File: src/design/vmcc_pkg.sv
// Constants for the voltage-mode chopper configuration and control block.
// Assumes a single 100 MHz chip clock and a synchronous active-low reset.
// Operation
// - Select pin XOR select flag; one forbids voltage mode, zero permits it.
// - Leave voltage mode when microstep interval falls below the threshold.
// - 4-bit limit is top nibble of 8-bit amplitude limit applied at mode entry.
// - Autoscale one: current regulator scaling; zero: forward velocity scaling.
// - Autograd one: gradient tuned automatically; zero: user gradient used.
// - Frequency select 0..3 gives fCLK times 2/1024, 2/683, 2/512, 2/410.
// - Each chopper output switches at half the effective PWM frequency.
// - Regulator gain 1..15 gives 0.5 to 7.5 steps per fullstep.
// - User offset feeds forward scaling and seeds offset tuning; zero disables.
// - User gradient feeds forward scaling and seeds gradient tuning.
// - Zero hold current in voltage mode applies standstill coil option 0..3.
// - Read-only regulator correction, max 255, frozen during current chopping.
// - Tuned offset and gradient are readable for monitoring.
// - Off-time zero switches all drivers off; 1..15 enables the driver.
// - Comparator masked after switching for 16, 24, 36 or 54 clocks.
// - Regulation setting kept while in current mode, reused on return.
// - Standstill option waits for delays; regulation frozen at zero target.
package vmcc_pkg;
    localparam int CLK_MHZ = 100;
    // Output periods in clocks: one output cycle spans two PWM cycles
    localparam logic [10:0] PERIOD_SEL0 = 11'h400; // 1024
    localparam logic [10:0] PERIOD_SEL1 = 11'h2AB; // 683
    localparam logic [10:0] PERIOD_SEL2 = 11'h200; // 512
    localparam logic [10:0] PERIOD_SEL3 = 11'h19A; // 410
    // Comparator blank times in clocks
    localparam logic [5:0] BLANK_SEL0 = 6'h10; // 16
    localparam logic [5:0] BLANK_SEL1 = 6'h18; // 24
    localparam logic [5:0] BLANK_SEL2 = 6'h24; // 36
    localparam logic [5:0] BLANK_SEL3 = 6'h36; // 54
    localparam logic [3:0] LIMIT_RESET = 4'hC;  // Default limit nibble
    localparam logic [3:0] LIMIT_LOW_NIBBLE = 4'hF;
    localparam logic [8:0] REG_ACC_MAX = 9'h1FE; // 255 in half steps
    localparam logic [3:0] OFF_TIME_DISABLED = 4'h0;
    // Standstill coil options
    typedef enum logic [1:0] {
        VMCC_SS_NORMAL = 2'h0,
        VMCC_SS_STANDSTILL_COIL_OPTION = 2'h1,
        VMCC_SS_SHORT_LOW = 2'h2,
        VMCC_SS_SHORT_HIGH = 2'h3
    } vmcc_standstill_type;
endpackage

File: src/design/vmcc_pwm_timer.sv
// Output-cycle timer and duty comparator for the voltage-mode chopper.
// Assumes amplitude and select come from logic on the same clock.
`timescale 1ns/1ps
module vmcc_pwm_timer
    import vmcc_pkg::*;
(
    input wire logic mclk_in, // Chip clock
    input wire logic rst_b_in, // Sync reset, active low
    input wire logic [1:0] freq_sel_in, // PWM frequency select
    input wire logic [7:0] amplitude_in, // Duty amplitude 0..255
    output logic pwm_out, // Duty waveform
    output logic pwm_cycle_out, // Pulse at each PWM cycle start
    output logic pwm_edge_out // Pulse when pwm_out changes
);
    logic [10:0] phase;
    logic [10:0] period;
    logic [18:0] product;
    logic [10:0] threshold;
    logic last_cycle;
    logic half_point;
    logic next_pwm;

    // Period per select
    assign period = (freq_sel_in == 2'h0) ? PERIOD_SEL0 :
                    (freq_sel_in == 2'h1) ? PERIOD_SEL1 :
                    (freq_sel_in == 2'h2) ? PERIOD_SEL2 : PERIOD_SEL3;
    assign product = 19'(amplitude_in) * 19'(period);
    assign threshold = product[18:8];
    assign last_cycle = (phase >= period - 11'h001);
    assign half_point = (phase == {1'b0, period[10:1]});
    // Output period is two PWM cycles, so it toggles at half fPWM
    assign next_pwm = (phase < threshold);

    // Phase counter, wraps at period end; a select change restarts it through the compare only if the phase is past the new period
    always_ff @(posedge mclk_in) begin
        if (!rst_b_in) begin
            phase <= 11'h000;
            pwm_out <= 1'b0;
            pwm_cycle_out <= 1'b0;
            pwm_edge_out <= 1'b0;
        end else begin
            phase <= last_cycle ? 11'h000 : phase + 11'h001;
            pwm_out <= next_pwm;
            pwm_cycle_out <= last_cycle | half_point;
            pwm_edge_out <= next_pwm ^ pwm_out;
        end
    end
endmodule

File: src/design/vmcc_chopper_ctrl.sv
// Voltage-mode chopper selection, amplitude scaling, regulation, standstill
// handling, driver enable and comparator blanking.
// Assumes the cycle-by-cycle current chopper drives cc_*_in on this clock,
// and that only chopper_select_pin_in arrives asynchronously from a pin.
`timescale 1ns/1ps
module vmcc_chopper_ctrl
    import vmcc_pkg::*;
(
    input wire logic mclk_in, // Chip clock 100 MHz
    input wire logic rst_b_in, // Sync reset, active low
    input wire logic chopper_select_flag_in, // Global config select flag
    input wire logic chopper_select_pin_in, // Select pin, asynchronous
    input wire logic [19:0] microstep_interval_in, // Clocks between usteps
    input wire logic [19:0] voltage_mode_velocity_threshold_in, // Threshold
    input wire logic [3:0] switch_amplitude_limit_in, // Limit nibble
    input wire logic autoscale_in, // Automatic current scaling
    input wire logic autograd_in, // Automatic gradient tuning
    input wire logic [1:0] pwm_frequency_select_in, // PWM frequency code
    input wire logic [3:0] regulator_gain_in, // P gain 1..15
    input wire logic [7:0] user_amplitude_offset_in, // User offset
    input wire logic [7:0] user_amplitude_gradient_in, // User gradient
    input wire logic [1:0] standstill_coil_option_in, // Standstill option
    input wire logic [4:0] hold_current_in, // Hold current setting
    input wire logic [4:0] actual_current_in, // Current setting in use
    input wire logic standstill_delays_done_in, // Power-down, hold delays
    input wire logic motor_standstill_in, // No steps pending
    input wire logic fullstep_in, // Pulse per fullstep
    input wire logic current_below_target_in, // Measured under target
    input wire logic [3:0] off_time_driver_enable_in, // Off time / enable
    input wire logic [1:0] comparator_blank_select_in, // Blank time code
    input wire logic [1:0] cc_high_side_in, // Current chopper HS gates
    input wire logic [1:0] cc_low_side_in, // Current chopper LS gates
    input wire logic cc_switch_in, // Current chopper switched
    output logic [1:0] gate_high_side_out, // HS gates, coil A and B
    output logic [1:0] gate_low_side_out, // LS gates, coil A and B
    output logic comparator_blank_out, // Comparator masked
    output logic voltage_mode_active_out, // Voltage mode running
    output logic [7:0] pwm_amplitude_out, // Applied amplitude
    output logic [7:0] scale_correction_readback_out, // Regulator value
    output logic [7:0] tuned_offset_readback_out, // Tuned offset
    output logic [7:0] tuned_gradient_readback_out // Tuned gradient
);
    logic pin_meta;
    logic pin_sync;
    logic voltage_mode;
    logic entry_limit;
    logic [8:0] reg_acc;
    logic [7:0] ofs_auto;
    logic [7:0] grad_auto;
    logic [5:0] blank_count;
    logic [7:0] amp_q;
    logic [1:0] hs_q;
    logic [1:0] ls_q;

    // Returns a velocity weight from the microstep interval; shorter
    // intervals give larger weights. Coarse, avoids a divider.
    function automatic logic [7:0] velocity_weight(input logic [19:0] iv);
        logic [7:0] w;
        w = 8'h00;
        for (int i = 0; i < 8; i++) begin
            if (iv < (20'h00100 << i) && w == 8'h00) begin
                w = 8'hFF >> i;
            end
        end
        return w;
    endfunction

    // Saturating step of a value toward a target
    function automatic logic [7:0] step_toward(input logic [7:0] v,
                                              input logic [7:0] t);
        logic [7:0] r;
        r = v;
        if (v < t) begin
            r = v + 8'h01;
        end else if (v > t) begin
            r = v - 8'h01;
        end
        return r;
    endfunction

    // Pin synchroniser, second stage only is read
    always_ff @(posedge mclk_in) begin
        if (!rst_b_in) begin
            pin_meta <= 1'b0;
            pin_sync <= 1'b0;
        end else begin
            pin_meta <= chopper_select_pin_in;
            pin_sync <= pin_meta;
        end
    end

    // Mode selection
    wire select_forbid = pin_sync ^ chopper_select_flag_in;
    wire too_fast = microstep_interval_in <
                    voltage_mode_velocity_threshold_in;
    wire next_voltage_mode = !select_forbid && !too_fast;
    wire entering = next_voltage_mode && !voltage_mode;
    wire driver_on = off_time_driver_enable_in != OFF_TIME_DISABLED;

    // Standstill handling; regulation freezes at zero target current
    wire zero_target = (hold_current_in == 5'h00) && motor_standstill_in;
    wire ss_active = zero_target && voltage_mode &&
                     standstill_delays_done_in;
    wire reg_frozen = !voltage_mode || !autoscale_in ||
                      ss_active;

    // Regulator steps gain/2 per fullstep; at standstill it steps once per
    // PWM cycle instead, so initial standstill regulation can settle.
    wire pwm_raw;
    wire pwm_cycle;
    wire pwm_edge;
    wire reg_tick = motor_standstill_in ? pwm_cycle : fullstep_in;
    wire [9:0] acc_up = {1'b0, reg_acc} + {6'h00, regulator_gain_in};
    wire [8:0] acc_inc = (acc_up > {1'b0, REG_ACC_MAX}) ? REG_ACC_MAX :
                         acc_up[8:0];
    wire [8:0] acc_dec = (reg_acc > {5'h00, regulator_gain_in}) ?
                         reg_acc - {5'h00, regulator_gain_in} : 9'h000;
    wire [8:0] next_acc = current_below_target_in ? acc_inc : acc_dec;
    wire [7:0] scale_now = reg_acc[8:1];

    // Forward-controlled amplitude; zero offset skips current scaling
    wire [12:0] ofs_scaled = 13'(user_amplitude_offset_in) *
                             13'({3'h0, actual_current_in} + 8'h01);
    wire [7:0] ofs_term = (user_amplitude_offset_in == 8'h00) ?
                          8'h00 : ofs_scaled[12:5];
    wire [7:0] grad_sel = autograd_in ? grad_auto :
                          user_amplitude_gradient_in;
    wire [15:0] grad_prod = 16'(grad_sel) *
                            16'(velocity_weight(microstep_interval_in));
    wire [8:0] fwd_sum = {1'b0, ofs_term} + {1'b0, grad_prod[15:8]};
    wire [7:0] fwd_amp = fwd_sum[8] ? 8'hFF : fwd_sum[7:0];
    wire [7:0] auto_amp = scale_now; // Regulator owns the amplitude
    wire [7:0] raw_amp = autoscale_in ? auto_amp : fwd_amp;
    // Limit cuts the current jerk on entry from current chopping
    wire [7:0] limit = {switch_amplitude_limit_in, LIMIT_LOW_NIBBLE};
    wire [7:0] next_amp = (entry_limit && raw_amp > limit) ?
                          limit : raw_amp;

    // Gradient target is the regulator excess above the tuned offset
    wire [7:0] grad_target = (scale_now > ofs_auto) ?
                             scale_now - ofs_auto : 8'h00;

    vmcc_pwm_timer u_timer (
        .mclk_in(mclk_in),
        .rst_b_in(rst_b_in),
        .freq_sel_in(pwm_frequency_select_in),
        .amplitude_in(amp_q),
        .pwm_out(pwm_raw),
        .pwm_cycle_out(pwm_cycle),
        .pwm_edge_out(pwm_edge)
    );

    // Mode flag and entry limit; limit lasts until first regulator tick
    always_ff @(posedge mclk_in) begin
        if (!rst_b_in) begin
            voltage_mode <= 1'b0;
            entry_limit <= 1'b1;
        end else begin
            voltage_mode <= next_voltage_mode;
            entry_limit <= entering | (entry_limit & !reg_tick);
        end
    end

    // Regulator value kept across current-chopping phases
    always_ff @(posedge mclk_in) begin
        if (!rst_b_in) begin
            reg_acc <= 9'h000;
        end else if (!reg_frozen && reg_tick) begin
            reg_acc <= next_acc;
        end
    end

    // Tuning: seeded by user values while autoscale is off
    always_ff @(posedge mclk_in) begin
        if (!rst_b_in) begin
            ofs_auto <= 8'h00;
            grad_auto <= 8'h00;
        end else if (!autoscale_in) begin
            ofs_auto <= user_amplitude_offset_in;
            grad_auto <= user_amplitude_gradient_in;
        end else if (!reg_frozen && reg_tick) begin
            if (motor_standstill_in) begin
                ofs_auto <= step_toward(ofs_auto, scale_now);
            end else if (autograd_in) begin
                grad_auto <= step_toward(grad_auto, grad_target);
            end
        end
    end

    // Gate selection: off, standstill option, voltage PWM, current chopper
    wire ss_low = ss_active &&
                  standstill_coil_option_in == VMCC_SS_SHORT_LOW;
    wire ss_high = ss_active &&
                   standstill_coil_option_in == VMCC_SS_SHORT_HIGH;
    wire ss_free = ss_active &&
                   standstill_coil_option_in == VMCC_SS_STANDSTILL_COIL_OPTION;
    wire ss_override = ss_low || ss_high || ss_free;
    wire [1:0] vm_hs = {pwm_raw, !pwm_raw};
    wire [1:0] vm_ls = {!pwm_raw, pwm_raw};
    wire [1:0] next_hs = !driver_on ? 2'h0 :
                         ss_override ? {2{ss_high}} :
                         voltage_mode ? vm_hs : cc_high_side_in;
    wire [1:0] next_ls = !driver_on ? 2'h0 :
                         ss_override ? {2{ss_low}} :
                         voltage_mode ? vm_ls : cc_low_side_in;

    // Blank length per code
    wire [5:0] blank_len = (comparator_blank_select_in == 2'h0) ? BLANK_SEL0 :
                           (comparator_blank_select_in == 2'h1) ? BLANK_SEL1 :
                           (comparator_blank_select_in == 2'h2) ? BLANK_SEL2 :
                           BLANK_SEL3;
    wire switched = voltage_mode ? pwm_edge : cc_switch_in;
    wire [5:0] next_blank = switched ? blank_len :
                            (blank_count != 6'h00) ?
                            blank_count - 6'h01 : 6'h00;

    // Output registers
    always_ff @(posedge mclk_in) begin
        if (!rst_b_in) begin
            amp_q <= 8'h00;
            hs_q <= 2'h0;
            ls_q <= 2'h0;
            blank_count <= 6'h00;
        end else begin
            amp_q <= next_amp;
            hs_q <= next_hs;
            ls_q <= next_ls;
            blank_count <= next_blank;
        end
    end

    assign gate_high_side_out = hs_q;
    assign gate_low_side_out = ls_q;
    assign comparator_blank_out = blank_count != 6'h00;
    assign voltage_mode_active_out = voltage_mode;
    assign pwm_amplitude_out = amp_q;
    assign scale_correction_readback_out = scale_now;
    assign tuned_offset_readback_out = ofs_auto;
    assign tuned_gradient_readback_out = grad_auto;
endmodule

File: config.mk
export PLATFORM = sky130hd
export DESIGN_NAME = vmcc_chopper_ctrl
export DESIGN_NICKNAME = d
export VERILOG_FILES = /design/src/design/vmcc_pkg.sv /design/src/design/vmcc_pwm_timer.sv /design/src/design/vmcc_chopper_ctrl.sv
export SDC_FILE = /design/constraint.sdc
export NUM_CORES = 1
export LEC_CHECK = 0
export ABC_CLOCK_PERIOD_IN_PS = 11700
export BUFFER_PORTS_ARGS = -buffer_cell sky130_fd_sc_hd__buf_2
export CORE_MARGIN = 2
export CORE_UTILIZATION = 61
export DETAILED_ROUTE_END_ITERATION = 10
export GPL_TIMING_DRIVEN = 0
export PLACE_DENSITY = 0.86
export SKIP_CTS_REPAIR_TIMING = 1
export SLEW_MARGIN = 0
export SYNTH_ARGS = -nofsm -noshare
export SYNTH_HDL_FRONTEND = slang
export SYNTH_SLANG_ARGS = --single-unit
File: constraint.sdc
create_clock -name mclk_in -period 11.7 [get_ports mclk_in]
set_input_delay 0 -clock mclk_in [delete_from_list [all_inputs] [get_ports mclk_in]]
set_output_delay 0 -clock mclk_in [all_outputs]
set_load 0.01 [all_outputs]
==> impl_metrics.csv <==
group,metric,value,unit
outcome,status,"finished, violations left",
outcome,violations,"hold timing",
setup_path,worst-path-buf-inv,4,
clock_network,cts-htree-levels,3,
sta,fmax,0.107,GHz
floorplanning,pin_count,137,
synthesis,syn_inst,1358,
worst_hold_path,hold_class,"primary input to flop",
global_routing,antenna_found_initial,0,
floorplanning,die-area,19300,um^2
detailed_routing,num_vias,10397,
detailed_routing,drtAntennaViolNets,0,
floorplanning,core_area,17900,um^2
global_routing,grt_util_all_layers,30.1,%
placed_design,dp_hpwl,22900,um
clock_network,tritoncts,"done",
setup_path,reg2reg_slack,3.11,ns
worst_hold_path,hold_path_depth,3,
detailed_routing,drtIter0Drc,709,
clock_network,cts_buffer_depth,2,
synthesis,synthesis.area,11100,um^2
synthesis,ys_warn_count,0,
global_routing,grt_overflow,0,
synthesis,synth_edf_count,0,
finish,drive_above_1_share,11.8,%
setup_path,r2r_cells,29,
placed_design,gp_congestion,0.921,
job,drv_cap,0,
sta,tightestPinTransition,0.926,ns
global_routing,grt_pass1_wl,49000,um
power,power_density,102,nW/um^2
clock_network,clock_latency,0.34,ns
sta,hold_ws,-0.0404,ns
floorplanning,die_w,139,um
sta,layout_worst_path_cycle_share,79.6,%
clock_network,root_buffer,"clkbuf_16",
setup_path,cp_data_required_time,11.91,ns
synthesis,yosys.area.top_type,"ha_1",
sta,drv_slew,0,
clock_network,cts_made_buffers,9,
sta,final_hold_viol_count,4,
synthesis,yosys.area.top_type_share,21.8,%
placed_design,placed_area,12100,um^2
sta,setup-tns-final,0,ns
clock_network,path_clk_slew,0.06,ns
synthesis,seq_area_frac_synth,11.0,%
synthesis,async_flop_share,0,%
setup_path,critical-path-slowest-cell,"or4_1",
detailed_routing,drt_wl_total,29400,um
worst_hold_path,holdPathEnd,"tuned_gradient_readback_out[6]$_SDFFE_PN0P_",
detailed_routing,post-route-drc-count,0,
sta,setup_violations,0,
synthesis,synth_cell_types,65,
placed_design,port_buffers,135,
setup_path,cp_max_fo,10,
sta,fin_worst_skew,0.00960,ns
setup_path,critPathLaunchType,"primary input",
detailed_routing,wl_per_cell,16.8,um
synthesis,synth_area_leaders,"ha_1 22%, fa_1 18%, dfxtp_1 11%",
sta,period_needed,9.31,ns
setup_path,critPathKind,"primary input to flop",
setup_path,cpMostUsedCell,"fa_1",
setup_path,worst_path_largest_cell_delay,0.57,ns
synthesis,synth_seq_cells,61,
floorplanning,rows,49,
finish,final_cell_area,12500,um^2
detailed_routing,first_pass_iters,5,
sta,maxSlewHeadroom,37.8,%
setup_path,cp_data_arrival_time,9.52,ns
synthesis,syn_avg_cell_area,8.19,um^2
global_routing,grt_max_degree,14,
floorplanning,die_h,139,um
finish,syn2layout_area_growth,12.4,%
floorplanning,start_util,62.1,%
synthesis,synth_ff_type,"dfxtp_1",
clock_network,cts.sink_count,61,
worst_hold_path,hold_start,"user_amplitude_gradient_in[6]",
synthesis,syn-num-nets,1752,
power,p_leak,6.69,nW
setup_path,r2r_start,"tuned_gradient_readback_out[1]$_SDFFE_PN0P_",
synthesis,synthTopCellsByCount,"194 x ha_1, 192 x inv_1, 129 x nor2_1",
setup_path,crit_path_end_kind,"flop",
power,power.total,0.00127,W
setup_path,r2r-end,"pwm_amplitude_out[5]$_SDFF_PN0_",
sta,rsz0062_at_grt,"no",
synthesis,synth_most_common_cell,"ha_1",
finish,fin_nets,1909,
global_routing,grt_pass1_vias,10500,
detailed_routing,post_drt_via_cell_ratio,5.94,
power,max-vdd-ir-drop,89.5,uV
setup_path,cp_top_family,"simple AND/OR/NAND/NOR gates",
finish,diodes,0,
## worst min-delay path: cells and delay by family
family,cells,cell delay [ns]
AOI/OAI and AO/OA,1,0.08
and+or+nand+nor,1,0.07
buffers and inverters,1,0.11
## routing by layer
layer | track usage (%) | routed length, um
met1 | 38.6 | 12200
met2 | 52.1 | 13900
met3 | 4.77 | 2210
met4 | 10.0 | 1130
met5 | 0 | 0
## through the flow
step	setup WS, ns	hold WS [ns]	utilization (%)	instances
after CTS	2.71	-0.112	69.2	1738
after detailed placement	2.41	0.221	67.5	1722
final	2.39	-0.0404	69.8	1749
after global placement	2.59	0.214	67.5	1722
after floorplan	3.53	0.115	-	1358
after global routing	1.92	0.00313	69.8	1749
## worst max-delay path by stage
| stage | from | end | slack, ns | cells past startpoint |
|---|---|---|---|---|
| 2_1_floorplan | microstep_interval_in[19] | pwm_amplitude_out[5]$_SDFF_PN0_ | 3.53 | 34 |
| 3_3_place_gp | microstep_interval_in[19] | pwm_amplitude_out[5]$_SDFF_PN0_ | 2.59 | 35 |
| 3_5_place_dp | microstep_interval_in[19] | pwm_amplitude_out[5]$_SDFF_PN0_ | 2.41 | 35 |
| 4_1_cts | microstep_interval_in[19] | pwm_amplitude_out[5]$_SDFF_PN0_ | 2.71 | 35 |
| 5_1_grt | microstep_interval_in[19] | pwm_amplitude_out[5]$_SDFF_PN0_ | 1.92 | 35 |
| 6_report | microstep_interval_in[19] | pwm_amplitude_out[5]$_SDFF_PN0_ | 2.39 | 35 |
## power by group
| part | internal, W | switching [W] |
|---|---|---|
| Clock | 0.000168 | 0.000107 |
| Sequential | 0.000230 | 0.0000324 |
| Combinational | 0.000319 | 0.000417 |
## sequential cells by signal, summed over array words and instances, names as in the netlist
register and count:
voltage_mode_active_out 1, tuned_offset_readback_out 8, u_timer.pwm_out 1, pin_meta 1, pwm_amplitude_out 8, blank_count 6
pin_sync 1, entry_limit 1, u_timer.pwm_edge_out 1, u_timer.phase 11, gate_high_side_out 2, reg_acc 9
gate_low_side_out 2, tuned_gradient_readback_out 8, u_timer.pwm_cycle_out 1
## cells in the final DEF (no fill, tap or decap), types with 10 or more instances in the layout
cell           instances
and2_1                46
a21oi_1               63
nor3_1                31
nand3_1               20
xnor2_1               45
xor2_1                24
mux2i_1               13
nand4_1               18
a221oi_1              17
nand2_1               94
dfxtp_1               61
ha_1                 194
nand2b_1              20
fa_1                 101
inv_1                192
a21o_1                44
clkbuf_1              28
dlygate4sd3_1         11
nor2_1               129
a31oi_1               13
nor2b_1               12
or3_1                 18
buf_2                138
o21ai_0               53
or2_2                 10
o21a_1                11
## layout make-up
cell class              count  area (um^2)
plain buffers              41          195
clock buffers               9          225
clock inverters             7         78.8
fillers                  1423         5410
inverters                 193          724
multi-input cells        1063         8980
flip-flops and latches     61         1220
well taps                 229          287
repair buffers            146          786
## logic make-up after synthesis
family,after synthesis,synth area share [%]
buffers and inverters,234,8.27
multiplexers,15,1.37
AND/OR/NAND/NOR,428,18.8
XOR/XNOR,69,5.44
adder cells (fa/ha/maj),295,40.0
flip-flops,61,11.0
AO/OA/AOI/OAI,256,15.1
No activity file was read; power rests on OpenSTA's default activity.
